[src/flac_defines.svh]
/*
 * Holds the opcodes, key values, status encodings and timing counts of the fault log access block.
 * Assumes it is included by its bare name from every file that needs a constant.
 */
`ifndef FLAC_DEFINES_SVH
`define FLAC_DEFINES_SVH
`define FLAC_ROWS 5'h10
`define FLAC_REC_BYTES 3'h7
`define FLAC_OP_ERASE 8'h71
`define FLAC_OP_READ_VOL 8'h73
`define FLAC_OP_UNLOCK 8'h74
`define FLAC_OP_READ_REC 8'h75
`define FLAC_OP_READ_ALL 8'h76
`define FLAC_OP_PROG 8'h04
`define FLAC_OP_USER 8'h05
`define FLAC_UNLOCK_KEY 8'hac
`define FLAC_PROG_KEY 16'he53d
`define FLAC_STAT_RECORDING 8'h00
`define FLAC_STAT_GRANTED 8'hf0
`define FLAC_STAT_REQ_BITS 8'hc0
`define FLAC_STAT_GNT_BITS 8'h30
`define FLAC_ERASE_TIME_NS 400
`define FLAC_CLK_PERIOD_NS 4
`define FLAC_ERASE_CYCLES ((`FLAC_ERASE_TIME_NS + `FLAC_CLK_PERIOD_NS - 1) / `FLAC_CLK_PERIOD_NS)
`define FLAC_PROG_TIME_NS 40
`define FLAC_PROG_CYCLES ((`FLAC_PROG_TIME_NS + `FLAC_CLK_PERIOD_NS - 1) / `FLAC_CLK_PERIOD_NS)
`define FLAC_FIFO_DEPTH 16
`endif

[src/flac_pkg.sv]
/*
 * Holds the state types of the device end and of the host end of the fault log access block.
 * Assumes flac_defines.svh sits in the same folder.
 */
package flac_pkg;
   typedef logic [7:0] flac_byte_t;
   typedef enum logic [2:0]
   {
      FLAC_IDLE = 3'b000,
      FLAC_OPC = 3'b001,
      FLAC_ARG = 3'b011,
      FLAC_RSP = 3'b010,
      FLAC_BUSY = 3'b110
   } flac_dev_e;
   typedef enum logic [2:0]
   {
      FLAC_H_IDLE = 3'b000,
      FLAC_H_SEND = 3'b001,
      FLAC_H_RECV = 3'b011,
      FLAC_H_DONE = 3'b010
   } flac_host_e;
endpackage : flac_pkg
[src/flac_if.sv]
/*
 * Holds the link joining host and device: a byte transaction channel standing for I2C framing.
 * Assumes both ends run on one clock; start, repeated start and stop are marked per byte.
 */
interface flac_if;
   // Host to device byte with framing marks
   logic h_valid;
   logic h_ready;
   logic [7:0] h_data;
   logic h_start;
   logic h_read;
   logic h_stop;
   // Device to host read byte; h_nack marks the last byte wanted
   logic d_valid;
   logic d_ready;
   logic [7:0] d_data;
   logic h_nack;
   modport dev
   (
      input h_valid, h_data, h_start, h_read, h_stop, d_ready, h_nack,
      output h_ready, d_valid, d_data
   );
   modport host
   (
      output h_valid, h_data, h_start, h_read, h_stop, d_ready, h_nack,
      input h_ready, d_valid, d_data
   );
endinterface : flac_if

[src/flac_device.sv]
/*
 * Holds the device end: command decode, unlock, erase and readout of the fault log store.
 * Assumes byte framing on the flac_if link and a controller link pulse that asks for a record.
 */
`include "flac_defines.svh"
module flac_device
import flac_pkg::*;
(
   input wire logic clk,
   input wire logic rst,
   flac_if.dev lnk,
   input wire logic rec_req,
   input wire logic rec_to_array,
   input wire logic [55:0] rec_data,
   input wire logic user_tag_mode,
   input wire logic reconfig_req,
   output logic reconfig_ack,
   output logic reconfig_rej,
   output logic [3:0] next_row,
   output logic log_full,
   output logic prog_mode
);
   typedef struct packed
   {
      flac_dev_e st;
      logic [7:0] opc;
      logic [7:0] arg0;
      logic [1:0] argn;
      logic unlocked;
      logic granted;
      logic prog;
      logic [3:0] row;
      logic full;
      logic [3:0] rd_row;
      logic [2:0] rd_byte;
      logic rd_vol;
      logic [7:0] tx;
      logic tx_v;
      logic rsp_stat;
      logic [15:0] nv_cnt;
      logic nv_erase;
      logic ut_q1;
      logic ut_q2;
      logic rc_ack;
      logic rc_rej;
   } flac_dev_s;
   flac_dev_s s_q, s_d;
   logic [55:0] arr [16];
   logic [55:0] vol_q;
   logic wr_arr, busy, last;
   function automatic logic [7:0] pick(input logic [55:0] rec, input logic [2:0] idx);
      pick = rec[8*idx +: 8];
   endfunction : pick
   // Host bytes are held off while an erase runs
   assign busy = (s_q.nv_cnt != '0);
   assign lnk.h_ready = (s_q.st != FLAC_BUSY);
   assign lnk.d_valid = s_q.tx_v;
   assign lnk.d_data = s_q.tx;
   assign next_row = s_q.row;
   assign log_full = s_q.full;
   assign prog_mode = s_q.prog;
   assign reconfig_ack = s_q.rc_ack;
   assign reconfig_rej = s_q.rc_rej;
   assign last = (s_q.rd_byte == `FLAC_REC_BYTES - 3'h1);
   // Recording is blocked while unlocked or in user tag mode
   assign wr_arr = rec_req && !s_q.unlocked && !s_q.ut_q2 && !busy;
   always_comb
   begin
      s_d = s_q;
      s_d.ut_q1 = user_tag_mode;
      s_d.ut_q2 = s_q.ut_q1;
      s_d.rc_ack = 1'b0;
      s_d.rc_rej = 1'b0;
      if (busy)
      begin
         s_d.nv_cnt = s_q.nv_cnt - 16'h1;
      end
      if (s_d.nv_cnt == '0 && s_q.nv_erase)
      begin
         s_d.nv_erase = 1'b0;
      end
      // ****************************
      // Recording and reconfiguration
      // ****************************
      if (wr_arr && rec_to_array)
      begin
         s_d.row = s_q.row + 4'h1;
         s_d.full = s_q.full || (s_q.row == 4'hf);
         s_d.nv_cnt = 16'(`FLAC_PROG_CYCLES);
      end
      if (reconfig_req)
      begin
         s_d.rc_rej = busy && !s_q.nv_erase;
         s_d.rc_ack = !(busy && !s_q.nv_erase);
      end
      // Grant follows request once no store operation runs
      s_d.granted = s_q.unlocked && !busy;
      // ****************************
      // Command interpreter
      // ****************************
      if (s_q.tx_v && lnk.d_ready)
      begin
         s_d.tx_v = 1'b0;
      end
      if (lnk.h_valid && lnk.h_ready)
      begin
         if (lnk.h_start && !lnk.h_read)
         begin
            s_d.st = FLAC_OPC;
            s_d.argn = 2'h0;
         end
         else if (lnk.h_start && lnk.h_read)
         begin
            s_d.st = FLAC_RSP;
            s_d.rsp_stat = (s_q.opc == `FLAC_OP_UNLOCK);
            s_d.rd_byte = 3'h0;
            s_d.rd_vol = (s_q.opc == `FLAC_OP_READ_VOL);
            s_d.rd_row = (s_q.opc == `FLAC_OP_READ_REC) ? s_q.arg0[7:4] : 4'h0;
         end
         else if (s_q.st == FLAC_OPC)
         begin
            s_d.opc = lnk.h_data;
            s_d.st = FLAC_ARG;
            if (lnk.h_stop && lnk.h_data == `FLAC_OP_ERASE && s_q.prog && s_q.unlocked
                && s_q.granted && !s_q.ut_q2)
            begin
               s_d.st = FLAC_BUSY;
               s_d.nv_erase = 1'b1;
               s_d.granted = 1'b0;
               s_d.nv_cnt = 16'(`FLAC_ERASE_CYCLES);
            end
            else if (lnk.h_stop && lnk.h_data == `FLAC_OP_USER)
            begin
               s_d.prog = 1'b0;
               s_d.st = FLAC_IDLE;
            end
            else if (lnk.h_stop)
            begin
               s_d.st = FLAC_IDLE;
            end
         end
         else if (s_q.st == FLAC_ARG)
         begin
            s_d.argn = s_q.argn + 2'h1;
            if (s_q.argn == 2'h0)
            begin
               s_d.arg0 = lnk.h_data;
            end
            if (s_q.opc == `FLAC_OP_UNLOCK && s_q.argn == 2'h0 && !s_q.ut_q2)
            begin
               s_d.unlocked = (lnk.h_data == `FLAC_UNLOCK_KEY);
               s_d.granted = 1'b0;
            end
            if (s_q.opc == `FLAC_OP_PROG && s_q.argn == 2'h1
                && {s_q.arg0, lnk.h_data} == `FLAC_PROG_KEY)
            begin
               s_d.prog = !busy || s_q.nv_erase;
            end
            if (lnk.h_stop)
            begin
               s_d.st = FLAC_IDLE;
            end
         end
         if (lnk.h_stop && s_q.st == FLAC_RSP)
         begin
            s_d.st = FLAC_IDLE;
         end
      end
      if (s_q.st == FLAC_BUSY && !busy)
      begin
         s_d.st = FLAC_IDLE;
      end
      // ****************************
      // Read byte generation
      // ****************************
      if (s_q.st == FLAC_RSP && !s_q.tx_v && !lnk.h_nack)
      begin
         if (s_q.rsp_stat)
         begin
            s_d.tx = s_q.unlocked ? (`FLAC_STAT_REQ_BITS | (s_q.granted ? `FLAC_STAT_GNT_BITS : 8'h00))
                                  : (busy ? `FLAC_STAT_RECORDING : `FLAC_STAT_GNT_BITS);
            s_d.tx_v = 1'b1;
         end
         else if (s_q.granted && !s_q.ut_q2 && (s_q.rd_vol || s_q.opc == `FLAC_OP_READ_REC
                  || s_q.opc == `FLAC_OP_READ_ALL))
         begin
            s_d.tx = s_q.rd_vol ? pick(vol_q, s_q.rd_byte) : pick(arr[s_q.rd_row], s_q.rd_byte);
            s_d.tx_v = 1'b1;
            s_d.rd_byte = last ? 3'h0 : s_q.rd_byte + 3'h1;
            if (last && !s_q.rd_vol)
            begin
               s_d.rd_row = s_q.rd_row + 4'h1;
            end
         end
      end
   end
   always_ff @(posedge clk)
   begin
      if (rst)
      begin
         s_q <= '0;
         vol_q <= '0;
      end
      else
      begin
         s_q <= s_d;
         if (wr_arr && !rec_to_array)
         begin
            vol_q <= rec_data;
         end
      end
      if (wr_arr && rec_to_array)
      begin
         arr[s_q.row] <= rec_data;
      end
      else if (s_q.nv_erase && s_d.nv_cnt == '0)
      begin
         for (int i = 0; i < 16; i++)
         begin
            arr[i] <= '1;
         end
      end
   end
endmodule : flac_device

[src/flat_wrapper.sv]
// flat-port wrapper written by rule: the top's interface ports become plain ports
module flac_device_flat import flac_pkg::*;
  (clk, rst, rec_req, rec_to_array, rec_data, user_tag_mode, reconfig_req, reconfig_ack, reconfig_rej, next_row, log_full, prog_mode, lnk_h_valid, lnk_h_data, lnk_h_start, lnk_h_read, lnk_h_stop, lnk_d_ready, lnk_h_nack, lnk_h_ready, lnk_d_valid, lnk_d_data);
  flac_if lnk_i ();
  input wire logic clk;
  input wire logic rst;
  input wire logic rec_req;
  input wire logic rec_to_array;
  input wire logic [55:0] rec_data;
  input wire logic user_tag_mode;
  input wire logic reconfig_req;
  output logic reconfig_ack;
  output logic reconfig_rej;
  output logic [3:0] next_row;
  output logic log_full;
  output logic prog_mode;
  input wire logic [$bits(lnk_i.h_valid)-1:0] lnk_h_valid;
  input wire logic [$bits(lnk_i.h_data)-1:0] lnk_h_data;
  input wire logic [$bits(lnk_i.h_start)-1:0] lnk_h_start;
  input wire logic [$bits(lnk_i.h_read)-1:0] lnk_h_read;
  input wire logic [$bits(lnk_i.h_stop)-1:0] lnk_h_stop;
  input wire logic [$bits(lnk_i.d_ready)-1:0] lnk_d_ready;
  input wire logic [$bits(lnk_i.h_nack)-1:0] lnk_h_nack;
  output wire logic [$bits(lnk_i.h_ready)-1:0] lnk_h_ready;
  output wire logic [$bits(lnk_i.d_valid)-1:0] lnk_d_valid;
  output wire logic [$bits(lnk_i.d_data)-1:0] lnk_d_data;
  assign lnk_i.h_valid = lnk_h_valid;
  assign lnk_i.h_data = lnk_h_data;
  assign lnk_i.h_start = lnk_h_start;
  assign lnk_i.h_read = lnk_h_read;
  assign lnk_i.h_stop = lnk_h_stop;
  assign lnk_i.d_ready = lnk_d_ready;
  assign lnk_i.h_nack = lnk_h_nack;
  assign lnk_h_ready = lnk_i.h_ready;
  assign lnk_d_valid = lnk_i.d_valid;
  assign lnk_d_data = lnk_i.d_data;
  flac_device u_core (.clk(clk), .rst(rst), .lnk(lnk_i), .rec_req(rec_req), .rec_to_array(rec_to_array), .rec_data(rec_data), .user_tag_mode(user_tag_mode), .reconfig_req(reconfig_req), .reconfig_ack(reconfig_ack), .reconfig_rej(reconfig_rej), .next_row(next_row), .log_full(log_full), .prog_mode(prog_mode));
endmodule
[config.mk]
export PLATFORM = sky130hd
export DESIGN_NAME = flac_device_flat
export DESIGN_NICKNAME = d
export VERILOG_FILES = /design/src/flac_pkg.sv /design/src/flac_if.sv /design/src/flac_device.sv /design/src/flat_wrapper.sv
export VERILOG_INCLUDE_DIRS = /design/src
export SDC_FILE = /design/constraint.sdc
export NUM_CORES = 2
export LEC_CHECK = 0
export CAP_MARGIN = 40
export CORE_MARGIN = 3
export CORE_UTILIZATION = 58
export DETAILED_ROUTE_END_ITERATION = 10
export DONT_BUFFER_PORTS = 1
export PLACE_DENSITY = 0.76
export SETUP_SLACK_MARGIN = 0.5
export SYNTH_ARGS = -nofsm -noshare
export SYNTH_HDL_FRONTEND = slang
export SYNTH_SLANG_ARGS = --single-unit
[constraint.sdc]
create_clock -name clk -period 2.6 [get_ports clk]
set_input_delay 0.13 -clock clk [delete_from_list [all_inputs] [get_ports clk]]
set_output_delay 0.13 -clock clk [all_outputs]
set_load 0.02 [all_outputs]
### Word level (Yosys, flattened, before mapping)

Memory sizes are Yosys's and may differ from the RTL's. A register that Yosys moved wholly into a read port is not among the register bits.
Cells that the tools add are included.

* register bits after elaboration: 124
* bits in writable memories: 896
* output and inout port bits: 18
* logic and storage cells: 175
* memories kept: 1

* add/subtract/negate cells: 5
* eq/ne operators: 21
* shift-type cells: 2
* muxes and demuxes: 55
* bitwise operators: 4
* reductions and logical operators: 65

Memory list
* u_core.arr: words 16, bits a word 56, read ports 1, clocked after memory_dff 1, write ports 16, line flac_device.sv:48 `logic [55:0] arr [16];`

Operator list (number)
* $shiftx A56 B7 Y8: 2
* $mux W17: 5
* $mux W56: 1
* $reduce_or A56 Y1: 1
* $eq A8 B7 Y1 const B: 5
* $mux W8: 5
* $logic_not A16 Y1: 2
* $mux W16: 2
* $logic_and A1 B1 Y1: 30
* $mux W3: 10
* $mux W7: 3
* $mux W9: 2
* $eq A16 B16 Y1 const B: 1
* $eq A8 B3 Y1 const B: 2
* $mux W4: 4
* $reduce_bool A16 Y1: 1
* $sub A16 B1 Y16 const B: 1
* $mux W1: 13
* $mux W2: 6
* $mux W6: 2
* $reduce_and A6 Y1: 2
* $logic_not A1 Y1: 10
* $mux W5: 2
* $reduce_bool A5 Y1: 2
* other kinds (21): 38

### Depth between registers and ports, before layout

* depth after elaboration: 18
* mapped depth: 12
* gate-level depth less buffers: 9

### Least setup slack after synthesis

Ideal clock, no wire load.

* path type: register -> register
* from: register u_core.s_q[5] (netlist bit)
* to: memory u_core.arr[9][25]
* arrival time: 2.748 ns
* required time: 2.481 ns
* path slack: -0.267 ns
* stages on the path, launching flop included: 13
* period minus slack after synthesis: 2.867 ns
* path through: dfxtp_1 inv_1 ha_1 or3b_2 nor4_4 and3_1 buf_4 nand2_2 nor2_1 buf_4 buf_4 mux2i_1 nand2_1

RTL lines
* start, declared: line flac_device.sv:47 `flac_dev_s s_q, s_d;`
* start signal, assigned: line flac_device.sv:201 `s_q <= '0;`
* start signal, assigned: line flac_device.sv:206 `s_q <= s_d;`
* end, declared: line flac_device.sv:48

==> run summary <==
Boundary Pins - 94
syn nets - 4452
Pleak - 23.7 nW
#FFs+latches synth - 1020
setup TNS - -166230 ps
unrepaired setup endpoints after global routing - yes
initial antenna violation count - 9
post-route setup slack - -300 ps
Final #Nets - 4623
GPL Wtd Cong - 0.899
first-pass GRT wire length - 214 mm
most common cell after layout, fill and taps aside - nand2_1
Worst R2R End - u_core.arr[3][21]
Seq/Total Area, Yosys - 0.449
fmax - 0.345 GHz
Worst-path clk slew - 60 ps
DRC - 0
Final min period - 2900 ps
Design Area, Final - 54800 um^2
H-tree Lvls - 3
starting density of the core - 0.586
CP dominant cell by count - buf_6
Worst setup EP type - flop
slowest CP cell - or3b_4
Port Buf Inserts - 0
Pint - 0.0281 W
WL final - 140 mm
Root Buffer - clkbuf_16
largest net degree at the start of global routing - 109
Vias/cell - 6.24
grt ovf - 0
Critical Path AT - 3430 ps
Avg Cell Area, Syn - 10.4 um^2
min-delay worst type - primary input to flop
hold_ws - 48.3 ps
r2r setup slk - -300 ps
share of layout cells above drive strength 1 - 0.196
Worst Setup Path Type - flop to flop
Post-synth ARST share - 0
Switch Pwr - 0.00965 W
wire per inst - 24.7 um
Switching Fraction - 0.256
dpl hpwl - 84.1 mm
Post-synth EDFFs - 0
max_cap viols - 0
Syn Inst Count - 4367
most frequent cells in the layout - 1117 x nand2_1, 1013 x dfxtp_1, 948 x mux2i_1
ANT nets after route - 0
CP required - 3130 ps
final hold vios - 0
CTS buffer count - 101
Period Utilization, post-route - 1.12
core area - 77600 um^2
critical path peak fanout - 7
Pins Over Slew Limit - 0
vias in the first global route - 35.0k
Die Y - 286 um
Slew HR - 0.467
Max rail drop VDD - 0.713 mV
reg2reg start - u_core.s_q[5]
DRT iter0 DRCs - 3556
Mapped Area - 45500 um^2
Layout Utilization - 0.706
gr usage total - 0.335
critical path's largest stage delay - 390 ps
Place WS - -283 ps
clk_skew - 24.8 ps
R2R depth - 12
status - finished, violations left
Main synth FF type - dfxtp_1
area delta synth->final - 20.4%
Longest Clk Path Bufs - 3
Syn. warnings - 0
Die Wd - 286 um
Distinct cells, synth - 74
Hold Path Stages - 5
DR pass1 iterations - 6
hold_sp - lnk_h_start
CTS tree - built
worst-margin pin slew - 797 ps
Worst-Skew Late Latency - 680 ps
worst path cell trace - inv_2, ha_4, or3b_4, nor4_4, and3_4, buf_6, nand2_8, nor3_4, buf_6, buf_12, mux2i_2, nand2_1
row cnt - 102
Fill cells - 5221
Seq pwr share - 0.450
failing checks - negative setup slack
area of the die - 81800 um^2
P per Cell Area - 688 nW/um^2
Vias - 35.4k
Placed Area - 48800 um^2
Gate power share - 0.147
Setup Viol. Count Final - 904
clock sink count - 1020
Hold EP - u_core.s_q[50]
clock network power share - 0.403
Setup crit start kind - flop
[power groups by stage]
stage               sequential [W]  clock (W)  combinational, W
finish                      0.0170     0.0152           0.00553
global route                0.0170     0.0159           0.00589
CTS                         0.0169     0.0153           0.00531
detailed placement          0.0173          0           0.00456
global placement            0.0172          0           0.00445
floorplan                   0.0172          0           0.00314
[sequential cells by signal, summed over array words and instances (netlist names)]
register	cells
u_core.reconfig_ack	1
u_core.prog_mode	1
u_core.reconfig_rej	1
u_core.lnk.d_valid	1
u_core.lnk.d_data	8
u_core.s_q	50
u_core.next_row	4
u_core.arr	896
u_core.log_full	1
u_core.s_d	1
u_core.vol_q	56
[through the flow]
| stage | cells | total power (W) |
|---|---|---|
| 2_1_floorplan | 4367 | 0.0203 |
| 3_3_place_gp | 5326 | 0.0217 |
| 3_5_place_dp | 5326 | 0.0218 |
| 4_1_cts | 5657 | 0.0375 |
| 5_1_grt | 5664 | 0.0388 |
| 6_report | 5668 | 0.0377 |
[cell usage after synthesis (12+ instances only)]
library cell	n	area, um^2
nand2_1	1119	4200
dfxtp_1	1020	20400
mux2i_1	957	9580
mux4_2	232	5230
clkbuf_1	162	608
buf_2	146	731
a21oi_1	116	581
nor2_1	110	413
buf_6	60	676
buf_4	59	443
nand3_1	39	195
o21ai_0	39	195
inv_1	21	78.8
nor2b_1	20	125
buf_1	17	63.8
nor3_1	16	80.1
a31oi_1	15	93.8
a22oi_1	13	97.6
and3_1	12	75.1
[layer usage]
layer  GRT usage  part of all wire  up-vias
met5           0           0.00029        -
met4       0.166             0.056        6
met3      0.0705             0.092      529
met2       0.539              0.46     1916
met1       0.430              0.39    17404
li1            -                 -    15509
[worst max-delay path by stage]
stage	from	to	slack [ps]	depth (start not counted)
6_report	u_core.s_q[5]	u_core.arr[3][21]	-300	12
5_1_grt	u_core.s_q[5]	u_core.arr[2][52]	-340	13
4_1_cts	u_core.s_q[5]	u_core.arr[2][52]	-190	13
3_5_place_dp	u_core.s_q[5]	u_core.arr[3][45]	-280	12
3_3_place_gp	u_core.s_q[5]	u_core.arr[3][35]	-180	12
2_1_floorplan	u_core.s_q[5]	u_core.arr[3][15]	-90	12
[critical path: cells and delay by family, from the launching register on]
| family | cells | cell delay, ps |
|---|---|---|
| AND/OR/NAND/NOR | 6 | 1430 |
| buffers and inverters | 4 | 600 |
| flip-flops | 1 | 320 |
| multiplexers | 1 | 250 |
| adder cells (fa/ha/maj) | 1 | 130 |
[area by class of cell]
type / instances / area, um^2 / area share
Multi-Input combinational cell: 2881 / 22800 / 0.416
Clock inverter: 36 / 430 / 0.00786
Inverter: 22 / 83.8 / 0.00153
Tap cell: 1040 / 1300 / 0.0238
Antenna cell: 6 / 15.0 / 0.000274
Clock buffer: 151 / 3030 / 0.0553
Timing Repair Buffer: 512 / 6720 / 0.123
Sequential cell: 1020 / 20400 / 0.373
[timing repair]
item                       4_1_cts  5_1_grt
hold buffers                    78        2
hold endpoints to repair      1018       34
setup endpoints to repair      980      988
gates cloned                    28        1
resized for setup               87       20
buffers inserted                38        2
pin swaps                       31        7
[kinds of logic (layout without fill, tap and decap cells)]
| family | after synthesis | count (layout) | synth area share |
|---|---|---|---|
| flip-flops | 1020 | 1020 | 0.449 |
| AND/OR/NAND/NOR | 1397 | 1397 | 0.125 |
| XOR/XNOR | 10 | 10 | 0.00193 |
| other | 0 | 6 | 0 |
| adder cells (fa/ha/maj) | 9 | 9 | 0.00248 |
| multiplexers | 1199 | 1199 | 0.328 |
| AO/OA/AOI/OAI | 266 | 266 | 0.0362 |
| buffers and inverters | 466 | 721 | 0.0572 |
(Power assumes the default switching activity.)
